### src/logic/gpti_pkg.sv
// package of constants and types for the gain, prescale and threshold interrupt block
package gpti_pkg;
    // ******************************************************************
    // register offsets
    // ******************************************************************
    localparam logic [4:0] ADDR_IRQ_CTRL   = 5'h02;
    localparam logic [4:0] ADDR_IRQ_SOURCE = 5'h03;
    localparam logic [4:0] ADDR_GAIN_DIV   = 5'h07;
    localparam logic [4:0] ADDR_LOW_LSB    = 5'h08;
    localparam logic [4:0] ADDR_LOW_MSB    = 5'h09;
    localparam logic [4:0] ADDR_HIGH_LSB   = 5'h0A;
    localparam logic [4:0] ADDR_HIGH_MSB   = 5'h0B;
    localparam logic [4:0] ADDR_DATA_BASE  = 5'h10;
    localparam logic [4:0] ADDR_DATA_LAST  = 5'h17;

    // ******************************************************************
    // field positions and reset values
    // ******************************************************************
    localparam int CMD_BIT          = 7;
    localparam int CMD_CLEAR_BIT    = 6;
    localparam int GAIN_LSB         = 4;
    localparam int GAIN_MSB         = 5;
    localparam int DIV_LSB          = 0;
    localparam int DIV_MSB          = 2;
    localparam logic [2:0] DIV_UNUSED = 3'h7;
    localparam logic [7:0] RESET_BYTE = 8'h00;
    localparam logic [7:0] GAIN_WRITE_MASK = 8'h37;
    localparam logic [7:0] CTRL_WRITE_MASK = 8'h07;
    localparam logic [7:0] SOURCE_WRITE_MASK = 8'h03;

    // persistence codes
    localparam logic [2:0] QUAL_EVERY  = 3'h0;
    localparam logic [2:0] QUAL_SINGLE = 3'h1;
    localparam logic [2:0] QUAL_SHORT  = 3'h2;
    localparam logic [2:0] QUAL_LONG   = 3'h3;

    // ******************************************************************
    // timing
    // ******************************************************************
    localparam int CLK_HZ        = 25_000_000;
    localparam int QUAL_SHORT_MS = 100;
    localparam int QUAL_LONG_MS  = 1000;
    localparam int QUAL_SHORT_CYCLES = (CLK_HZ / 1000) * QUAL_SHORT_MS;
    localparam int QUAL_LONG_CYCLES  = (CLK_HZ / 1000) * QUAL_LONG_MS;

    // one byte from the two-wire front end after address match
    typedef struct packed {
        logic       valid;
        logic       first;
        logic [7:0] data;
    } gpti_byte_type;

    typedef struct packed {
        logic [15:0] green;
        logic [15:0] red;
        logic [15:0] blue;
        logic [15:0] clear;
    } gpti_counts_type;
endpackage

### src/logic/gpti_core.sv
// gain select, count prescaler and threshold interrupt of a four-channel light sensor
// Overview of operation
// (RULE1) one gain setting from register 07h drives all four ADC channels alike
// (RULE2) gain bits 5:4 select 1x, 4x, 16x or 64x
// (RULE3) divider bits 2:0 right-shift each count by 0 to 6; 111 unused
// (RULE4) host writes zero to reserved gain register bits 7:6 and 3
// (RULE5) low and high thresholds are each 16 bits from two byte registers
// (RULE6) low threshold at 08h/09h, high threshold at 0Ah/0Bh, lower byte first
// (RULE7) interrupt when selected result is at or below low threshold
// (RULE8) interrupt when selected result is above high threshold
// (RULE9) all threshold bytes clear to zero at reset
// (RULE10) first byte with MSB set is a command byte stored as register pointer
// (RULE11) host should write threshold pairs with one word write
// (RULE12) host should keep channel selection consistent with threshold values
// (RULE13) source bits 1:0 select green, red, blue or clear for comparison
// (RULE14) persistence: every cycle, single, 0.1 s or 1 s out of range
// (RULE15) compare once per completed integration using prescaled selected result
`timescale 1ns/10ps
module gpti_core #(
    parameter int QUAL_SHORT_CYCLES = gpti_pkg::QUAL_SHORT_CYCLES,
    parameter int QUAL_LONG_CYCLES  = gpti_pkg::QUAL_LONG_CYCLES
) (
    input  wire logic                      ref_clk,
    input  wire logic                      rst_n,
    input  wire gpti_pkg::gpti_byte_type   wr_byte,
    input  wire logic                      rd_req,
    output logic [7:0]                     rd_data,
    output logic                           rd_ack,
    input  wire gpti_pkg::gpti_counts_type adc_counts,
    input  wire logic                      adc_done,
    output logic [1:0]                     analog_gain,
    output gpti_pkg::gpti_counts_type      scaled_counts,
    output logic                           irq
);
    // ******************************************************************
    // register file
    // ******************************************************************
    logic [4:0]  pointer;
    logic [7:0]  irq_ctrl;
    logic [7:0]  irq_source;
    logic [7:0]  gain_and_divider_ctrl;
    logic [7:0]  low_threshold_lsb;
    logic [7:0]  low_threshold_msb;
    logic [7:0]  high_threshold_lsb;
    logic [7:0]  high_threshold_msb;
    logic        is_command;
    logic        data_wr;
    logic        irq_clear;

    assign is_command = wr_byte.valid && wr_byte.first && wr_byte.data[gpti_pkg::CMD_BIT];
    assign data_wr    = wr_byte.valid && !is_command;
    assign irq_clear  = is_command && wr_byte.data[gpti_pkg::CMD_CLEAR_BIT];

    // pointer: command byte loads it, data bytes and reads step it for word transfers
    always_ff @(posedge ref_clk) begin
        if (!rst_n) begin
            pointer <= 5'h00;
        end else if (is_command) begin
            pointer <= wr_byte.data[4:0]; // RULE10
        end else if (data_wr || rd_req) begin
            pointer <= pointer + 5'h01;
        end
    end

    always_ff @(posedge ref_clk) begin
        if (!rst_n) begin
            irq_ctrl              <= gpti_pkg::RESET_BYTE;
            irq_source            <= gpti_pkg::RESET_BYTE;
            gain_and_divider_ctrl <= gpti_pkg::RESET_BYTE;
            low_threshold_lsb     <= gpti_pkg::RESET_BYTE; // RULE9
            low_threshold_msb     <= gpti_pkg::RESET_BYTE; // RULE9
            high_threshold_lsb    <= gpti_pkg::RESET_BYTE; // RULE9
            high_threshold_msb    <= gpti_pkg::RESET_BYTE; // RULE9
        end else if (data_wr) begin
            // reserved bits are masked so they always read zero
            unique case (pointer)
                gpti_pkg::ADDR_IRQ_CTRL: begin
                    irq_ctrl <= wr_byte.data & gpti_pkg::CTRL_WRITE_MASK;
                end
                gpti_pkg::ADDR_IRQ_SOURCE: begin
                    irq_source <= wr_byte.data & gpti_pkg::SOURCE_WRITE_MASK;
                end
                gpti_pkg::ADDR_GAIN_DIV: begin
                    gain_and_divider_ctrl <= wr_byte.data & gpti_pkg::GAIN_WRITE_MASK; // RULE4
                end
                gpti_pkg::ADDR_LOW_LSB: begin
                    low_threshold_lsb <= wr_byte.data; // RULE6
                end
                gpti_pkg::ADDR_LOW_MSB: begin
                    low_threshold_msb <= wr_byte.data; // RULE6
                end
                gpti_pkg::ADDR_HIGH_LSB: begin
                    high_threshold_lsb <= wr_byte.data; // RULE6
                end
                gpti_pkg::ADDR_HIGH_MSB: begin
                    high_threshold_msb <= wr_byte.data; // RULE6
                end
                default: begin
                end
            endcase
        end
    end

    // ******************************************************************
    // gain and prescaler
    // ******************************************************************
    logic [2:0]  div_sel;
    logic [15:0] raw_ch    [4];
    logic [15:0] scaled_ch [4];
    logic [15:0] shifted   [4];

    assign analog_gain = gain_and_divider_ctrl[gpti_pkg::GAIN_MSB:gpti_pkg::GAIN_LSB]; // RULE1 RULE2
    // the unused code falls back to divide by one rather than an undefined shift
    assign div_sel = (gain_and_divider_ctrl[gpti_pkg::DIV_MSB:gpti_pkg::DIV_LSB] == gpti_pkg::DIV_UNUSED)
                   ? 3'h0 : gain_and_divider_ctrl[gpti_pkg::DIV_MSB:gpti_pkg::DIV_LSB];

    assign raw_ch[0] = adc_counts.green;
    assign raw_ch[1] = adc_counts.red;
    assign raw_ch[2] = adc_counts.blue;
    assign raw_ch[3] = adc_counts.clear;

    for (genvar ch = 0; ch < 4; ch++) begin : g_chan
        assign shifted[ch] = raw_ch[ch] >> div_sel; // RULE3
        always_ff @(posedge ref_clk) begin
            if (!rst_n) begin
                scaled_ch[ch] <= 16'h0000;
            end else if (adc_done) begin
                scaled_ch[ch] <= shifted[ch];
            end
        end
    end

    assign scaled_counts.green = scaled_ch[0];
    assign scaled_counts.red   = scaled_ch[1];
    assign scaled_counts.blue  = scaled_ch[2];
    assign scaled_counts.clear = scaled_ch[3];

    // ******************************************************************
    // threshold compare and persistence
    // ******************************************************************
    logic [15:0] low_thr;
    logic [15:0] high_thr;
    logic [15:0] selected;
    logic        out_of_range;
    logic [2:0]  qualify;
    logic [31:0] out_cycles;
    logic        fire;

    assign low_thr      = {low_threshold_msb, low_threshold_lsb};   // RULE5
    assign high_thr     = {high_threshold_msb, high_threshold_lsb}; // RULE5
    assign selected     = shifted[irq_source[1:0]];                 // RULE13 RULE15
    assign out_of_range = (selected <= low_thr) || (selected > high_thr); // RULE7 RULE8
    assign qualify      = irq_ctrl[2:0];

    // counts cycles since the first of an unbroken run of out-of-range results
    always_ff @(posedge ref_clk) begin
        if (!rst_n) begin
            out_cycles <= 32'h00000000;
        end else if (adc_done && !out_of_range) begin
            out_cycles <= 32'h00000000;
        end else if (adc_done || out_cycles != 32'h00000000) begin
            if (out_cycles != 32'hFFFFFFFF) begin
                out_cycles <= out_cycles + 32'h00000001;
            end
        end
    end

    always_comb begin
        fire = 1'b0;
        if (adc_done) begin // RULE15
            unique case (qualify)
                gpti_pkg::QUAL_EVERY: begin
                    fire = 1'b1; // RULE14
                end
                gpti_pkg::QUAL_SHORT: begin
                    fire = out_of_range && (out_cycles >= 32'(QUAL_SHORT_CYCLES)); // RULE14
                end
                gpti_pkg::QUAL_LONG: begin
                    fire = out_of_range && (out_cycles >= 32'(QUAL_LONG_CYCLES)); // RULE14
                end
                default: begin
                    fire = out_of_range; // RULE14
                end
            endcase
        end
    end

    // level interrupt held until the host clears it; a new event beats the clear
    always_ff @(posedge ref_clk) begin
        if (!rst_n) begin
            irq <= 1'b0;
        end else if (fire) begin
            irq <= 1'b1; // RULE7 RULE8
        end else if (irq_clear) begin
            irq <= 1'b0;
        end
    end

    // ******************************************************************
    // read path
    // ******************************************************************
    logic [7:0] next_rd_data;
    logic [2:0] data_idx;

    assign data_idx = pointer[2:0];

    always_comb begin
        next_rd_data = gpti_pkg::RESET_BYTE;
        unique case (pointer)
            gpti_pkg::ADDR_IRQ_CTRL:   next_rd_data = irq_ctrl;
            gpti_pkg::ADDR_IRQ_SOURCE: next_rd_data = irq_source;
            gpti_pkg::ADDR_GAIN_DIV:   next_rd_data = gain_and_divider_ctrl;
            gpti_pkg::ADDR_LOW_LSB:    next_rd_data = low_threshold_lsb;
            gpti_pkg::ADDR_LOW_MSB:    next_rd_data = low_threshold_msb;
            gpti_pkg::ADDR_HIGH_LSB:   next_rd_data = high_threshold_lsb;
            gpti_pkg::ADDR_HIGH_MSB:   next_rd_data = high_threshold_msb;
            default: begin
                if (pointer >= gpti_pkg::ADDR_DATA_BASE && pointer <= gpti_pkg::ADDR_DATA_LAST) begin
                    next_rd_data = data_idx[0] ? scaled_ch[data_idx[2:1]][15:8]
                                               : scaled_ch[data_idx[2:1]][7:0];
                end
            end
        endcase
    end

    always_ff @(posedge ref_clk) begin
        if (!rst_n) begin
            rd_data <= gpti_pkg::RESET_BYTE;
            rd_ack  <= 1'b0;
        end else begin
            rd_ack <= rd_req;
            if (rd_req) begin
                rd_data <= next_rd_data;
            end
        end
    end
endmodule

### config.mk
export PLATFORM = sky130hd
export DESIGN_NAME = gpti_core
export DESIGN_NICKNAME = d
export VERILOG_FILES = /design/src/logic/gpti_pkg.sv /design/src/logic/gpti_core.sv
export SDC_FILE = /design/constraint.sdc
export NUM_CORES = 1
export LEC_CHECK = 0
export BUFFER_PORTS_ARGS = -buffer_cell sky130_fd_sc_hd__buf_4
export CAP_MARGIN = 40
export CORE_MARGIN = 2
export CORE_UTILIZATION = 30
export CTS_BUF_LIST = sky130_fd_sc_hd__clkbuf_4
export CTS_CLUSTER_DIAMETER = 50
export DETAILED_ROUTE_END_ITERATION = 12
export GPL_TIMING_DRIVEN = 0
export PLACE_DENSITY = 0.49
export SYNTH_ARGS = -nofsm -noshare
export SYNTH_HDL_FRONTEND = slang
export SYNTH_SLANG_ARGS = --single-unit
### constraint.sdc
create_clock -name ref_clk -period 4.9 [get_ports ref_clk]
set_input_delay 0.245 -clock ref_clk [delete_from_list [all_inputs] [get_ports ref_clk]]
set_output_delay 0.245 -clock ref_clk [all_outputs]
set_load 0.005 [all_outputs]
* After elaboration in Yosys (flattened, before gate mapping)
Memories as Yosys holds them, arrays and structs flattened. A register that Yosys moved wholly into a read port is not among the register bits.
Cells that the tools add are included.
** Cells by class
- $add $sub $neg :: 2
- Eq/ne operators :: 11
- Mux-type cells :: 23
- Reduce and logical (&&, ||, !) cells :: 26
- Shift operators :: 4
- Bitwise gates (word level) :: 6
- Magnitude comparators :: 7
** Operator list (number)
- 2-to-1 mux 16 bit :: 6
- >> shifter 16 x 3 -> 16 bit :: 4
- case mux 8 bit (7 select lines) :: 1
- adder 32 x 1 -> 32 bit (second input constant) :: 1
- binary-select mux 16 bit (select 2 bit) :: 1
- >= comparator 32 x 22 -> 1 bit (second input constant) :: 1
- >= comparator 32 x 25 -> 1 bit (second input constant) :: 1
- != test 32 bit (second input constant) :: 1
- nonzero test 32 bit :: 1
- == test 5 x 4 -> 1 bit (second input constant) :: 4
- > comparator 16 bit :: 1
- <= comparator 16 bit :: 1
- 2-to-1 mux 8 bit :: 2
- AND reduction 2 bit :: 8
- == test 5 x 2 -> 1 bit (second input constant) :: 2
- 2-to-1 mux 5 bit :: 2
- logical AND 1 bit :: 8
- 2-to-1 mux 1 bit :: 7
- == test 3 x 2 -> 1 bit (second input constant) :: 2
- adder 5 x 1 -> 5 bit (second input constant) :: 1
- == test 5 x 3 -> 1 bit (second input constant) :: 1
- >= comparator 5 bit (second input constant) :: 1
- <= comparator 5 bit (second input constant) :: 1
- 2-to-1 mux 2 bit :: 2
- other kinds (12) :: 19
** Word-level totals
- Word-level logic and storage cells :: 92
- Bits in writable memories :: 64
- Flip-flop bits (word level) :: 89
- Output and inout port bits :: 76
- Input port bits :: 78
- Memories :: 1
** Memory list
- scaled_ch :: words 4, bits a word 16, rd ports 5, clocked after memory_dff 1, write ports 4, RTL line gpti_core.sv:109 : logic [15:0] scaled_ch [4];

* Depth between registers and ports, before layout
- Depth after elaboration :: 12
- Depth in mapped cells :: 18

* Worst setup path before layout
No wires, ideal clock.
- Path type :: reg-to-reg
- Start :: reg gain_and_divider_ctrl[0]
- End :: reg out_cycles[0]
- Path slack :: 0.984 ns
- Library setup time :: 0.128 ns
- Cell stages (with the launch flop) :: 16
- Buffers on the path :: 3
- Arrival time :: 3.789 ns
- Required time :: 4.772 ns
- Path through :: dfxtp_1 > a21boi_0 > buf_2 > buf_1 > mux2i_1 > mux2i_1 > a22o_1 > a221oi_1 > ha_1 > and4_1 > and4_1 > nor2b_1 > o31ai_1 > o31ai_1 > clkbuf_1 > nor2_1
** On the way
- Longest elaborated chain between the ends :: 11
** Ends and longest elaborated chain
- start: declaration :: RTL line gpti_core.sv:41 : logic [7:0] gain_and_divider_ctrl;
- start signal: assignment :: RTL line gpti_core.sv:69 : gain_and_divider_ctrl <= gpti_pkg::RESET_BYTE;
- start signal: assignment :: RTL line gpti_core.sv:84 : gain_and_divider_ctrl <= wr_byte.data & gpti_pkg::GAIN_WRITE_MASK;
- == test 3 bit :: RTL line gpti_core.sv:114 : assign div_sel = (gain_and_divider_ctrl[gpti_pkg::DIV_MSB:gpti_pkg::DIV_LSB] == gpti_pkg::DIV_UNUSED)
- 2-to-1 mux 3 bit (*) :: RTL line gpti_core.sv:115 : ? 3'h0 : gain_and_divider_ctrl[gpti_pkg::DIV_MSB:gpti_pkg::DIV_LSB];
- >> shifter 16 x 3 -> 16 bit :: RTL line gpti_core.sv:123 : assign shifted[ch] = raw_ch[ch] >> div_sel;
- binary-select mux 16 bit (select 2 bit) (*) :: RTL line gpti_core.sv:151 : assign selected = shifted[irq_source[1:0]];
- 2-to-1 mux 16 bit (not written as such) (*) (2 in a row) :: RTL line gpti_core.sv:151
- <= comparator 16 bit or > comparator 16 bit (tied branches) :: RTL line gpti_core.sv:152 : assign out_of_range = (selected <= low_thr) || (selected > high_thr);
- logical OR 1 bit (*) :: RTL line gpti_core.sv:152
- logical NOT 1 bit (*) :: RTL line gpti_core.sv:159 : end else if (adc_done && !out_of_range) begin
- logical AND 1 bit (*) :: RTL line gpti_core.sv:159
- OR reduction 2 bit (no source line) (*)
- end signal: assignment :: RTL line gpti_core.sv:163 : out_cycles <= out_cycles + 32'h00000001;
- end: declaration :: RTL line gpti_core.sv:146 : logic [31:0] out_cycles;
Every way passes the cells marked *; elsewhere a longest branch is shown, timed or not. The select of a mux whose other input is x is not followed.
A chain may end at the register's enable or synchronous reset.

* Worst setup path after layout
- Start :: reg gain_and_divider_ctrl[1]
- End :: reg out_cycles[21]
The elaborated chain is that of the path after synthesis.

==> run_results.csv <==
group,metric,value,unit
detailed_routing,routed_wl,38900,microns
worst_setup_path,cp_slowest_stage_delay,0.53,ns
sta,maxSlewViolCount,0,
power_and_ir_drop,power.total,2.92,mW
synth,synth_most_common_cell,"mux2i_1",
placement,place_area,0.0121,sq mm
synth,syn_area,0.0103,sq mm
synth,synth-seq-area-share,0.362,
cells_and_area,drive_gt1_frac,0.209,
worst_setup_path,critPathRequiredTime,5.36,ns
global_route,grt_pass1_wl,57600,microns
worst_setup_path,worstRegToRegCells,17,
global_route,grt-ovfl-total,0,
cts,insertion_delay,0.59,ns
cells_and_area,area_growth,21.7,%
global_route,antenna_found_initial,1,
synth,synth_edf_count,64,
flow_run,cap_violations,0,
synth,synth_top_area_share,0.186,
detailed_routing,vias,9508,
worst_setup_path,path_max_fanout,10,
cts,clkTransAtPathRegs,0.17,ns
synth,synth_cell_type_count,62,
global_route,gr-usage-all-layers,0.214,
detailed_routing,drt-vias-per-instance,5.46,
global_route,grt_pass1_vias,9310,
sta,hold_viol_final,0,
detailed_routing,drt_first_pass_iters,7,
synth,yosysTopAreaCell,"edfxtp_1",
detailed_routing,route.met2.wl,18500,microns
floorplanning,placementRows,67,
sta,rsz0062_at_grt,"no",
cts,cts.sinks,155,
sta,setup_violations,0,
floorplanning,core-area,0.0337,sq mm
status,status,"complete, no violations",
synth,syn_avg_cell_area,9.43,sq um
synth,ys.flop_type,"dfxtp_1",
detailed_routing,highest_layer,"met4",
detailed_routing,drt_iter0_markers,1098,
worst_setup_path,end_kind,"flop",
floorplanning,dieArea,0.0360,sq mm
sta,worstMarginPinSlew,0.817,ns
synth,synthCells,1096,
worst_setup_path,r2r-start,"gain_and_divider_ctrl[1]$_SDFFE_PN0P_",
detailed_routing,wl_met3,2050,microns
worst_setup_path,cpMostUsedCell,"buf_2",
detailed_routing,drc,0,
sta,min_period_over_period,0.942,
worst_setup_path,crit_path_end,"out_cycles[21]$_SDFFE_PP0P_",
cts,cts_buffers,17,
placement,pre_cts_ws,-0.494,ns
detailed_routing,wl_met1,17500,microns
worst_setup_path,reg2reg_slack,0.28,ns
cts,cts_max_level,4,
floorplanning,start_util,0.307,
detailed_routing,routedWlPerCell,22.3,microns
hold_path,hold_path_class,"in2reg",
synth,yosys_warnings,0,
cts,tritoncts,"yes",
synth,ys_ff_latch,155,
placement,dp_hpwl,30500,microns
sta,relSlewSlack,0.456,
worst_setup_path,regToRegEndpoint,"out_cycles[21]$_SDFFE_PP0P_",
worst_setup_path,cp_cell_sequence,"buf_2 > a21bo_2 > buf_2 > clkbuf_4 > clkbuf_4 > mux2i_1 > a21oi_1 > a221oi_2 > ha_1 > and4_1 > and4_1 > nor2b_1 > o31ai_1 > o31ai_1 > buf_2 > clkbuf_2 > a21oi_1",
sta,skew,0.0452,ns
floorplanning,die_h,190,microns
sta,max_freq,217,MHz
cells_and_area,final_area,0.0126,sq mm
synth,syn_nets,1212,
worst_setup_path,arrival,5.08,ns
worst_setup_path,crit_start,"gain_and_divider_ctrl[1]$_SDFFE_PN0P_",
detailed_routing,ant_nets,0,
cts,clk_root_buffer_cell,"clkbuf_4",
worst_setup_path,path_class,"reg2reg",
synth,synth-async-reset-ratio,0,
floorplanning,die_w,190,microns
placement,portBuffers,150,
power_and_ir_drop,power-per-cell-area,232,mW/mm^2
power_and_ir_drop,ir_drop,152,uV
synth,ys_top_cells_by_area,"edfxtp_1 (19%), dfxtp_1 (18%), mux2i_1 (13%), mux4_2 (7.0%), ha_1 (4.6%)",
hold_path,min_from,"adc_done",
sta,tns,0,ns
cts,cts_buffer_depth,2,
sta,layout_setup_ws,0.283,ns
placement,routabilityCongestion,0.915,
power_and_ir_drop,p_leak,4.83,nW
worst_setup_path,slowest_stage,"a221oi_2",
synth,synth_common_cells,"mux2i_1 (130), nand2_1 (124), dfxtp_1 (91)",
floorplanning,boundaryPins,154,
sta,min_period,4.62,ns
cells_and_area,finalNetCount,1394,
worst_setup_path,cp-start-kind,"flop",
global_route,grt_max_degree,64,
through the flow:
step | util | instances | hold WS (ns)
floorplan | - | 1096 | 0.401
CTS | 0.371 | 1739 | 0.0173
global placement | 0.357 | 1694 | 0.471
detailed placement | 0.358 | 1697 | 0.476
finish | 0.373 | 1740 | 0.0659
global route | 0.373 | 1740 | 0.0316
critical path: cells and delay by family (launching register included):
| family | cells | cell delay [ns] |
|---|---|---|
| simple gates | 3 | 0.51 |
| buf+inv | 6 | 1.69 |
| mux | 1 | 0.29 |
| flops | 1 | 0.38 |
| fa+ha+maj | 1 | 0.34 |
| compound gates | 6 | 1.31 |
how the worst min path moves through the flow:
stage	cells past startpoint	to	slack, ns
final	2	scaled_ch[0][13]$_SDFFCE_PN0P_	0.07
after global routing	2	scaled_ch[0][13]$_SDFFCE_PN0P_	0.03
after CTS	2	scaled_ch[0][13]$_SDFFCE_PN0P_	0.02
after detailed placement	1	rd_data[4]$_SDFFE_PN0P_	0.48
after global placement	2	low_threshold_msb[0]$_SDFFE_PN0P_	0.47
after floorplan	2	gain_and_divider_ctrl[2]$_SDFFE_PN0P_	0.40
cells in the final DEF, fill, tap and decap left out, drive strengths merged, types with 13 or more instances in the layout:
master  count
a21boi     46
nand4      13
nand3      63
buf       181
and3       25
nor2       76
dfxtp      91
a21oi      53
a221oi     16
or4        14
edfxtp     64
ha         38
mux4       32
clkbuf     70
mux2i     130
o21ai      19
nand2     124
and2       21
o31ai      19
inv        47
nor3       15
sequential cells by signal, summed over array words and instances, names as in the netlist, named ones only:
register,flops
high_threshold_lsb,8
gain_and_divider_ctrl,5
pointer,5
rd_data,8
rd_ack,1
irq,1
irq_source,2
low_threshold_lsb,8
high_threshold_msb,8
scaled_ch,64
irq_ctrl,3
out_cycles,32
low_threshold_msb,8
where the power goes:
part	leakage, nW	total (mW)	internal (mW)	switching (mW)
clock network	0.166	0.855	0.249	0.607
registers	1.43	1.46	1.41	0.0516
logic	3.24	0.606	0.265	0.341
total	4.83	2.92	1.92	0.999
metal layers:
layer  GRT usage  up-vias
met2       0.353      317
met5           0        -
met4      0.0593        0
met1       0.290     4696
met3      0.0339       40
li1            -     4455
cell families after synthesis:
| family | synth area share |
|---|---|
| simple gates | 0.193 |
| compound gates | 0.142 |
| mux | 0.196 |
| flops | 0.362 |
| buf+inv | 0.0496 |
| fa+ha+maj | 0.0460 |
| xor+xnor | 0.0110 |
layout make-up:
class                           count  area [sq um]
Antenna cell                        1          2.50
Buffer                             81           393
Fill cell                        3525         21100
Inverter                           37           139
Timing Repair Buffer              163          1260
Sequential cell                   155          3740
Multi-Input combinational cell    823          6170
Clock inverter                     15           179
Clock buffer                       17           128
Tap cell                          448           561
repair_timing:
item                                    in CTS  in global routing
endpoints found under the setup margin      30                 30
hold buffers                                10                  0
resized for setup                           12                 16
setup buffers                                0                  0
hold endpoints to repair                    29                  0
No activity file was read; power rests on OpenSTA's default activity.
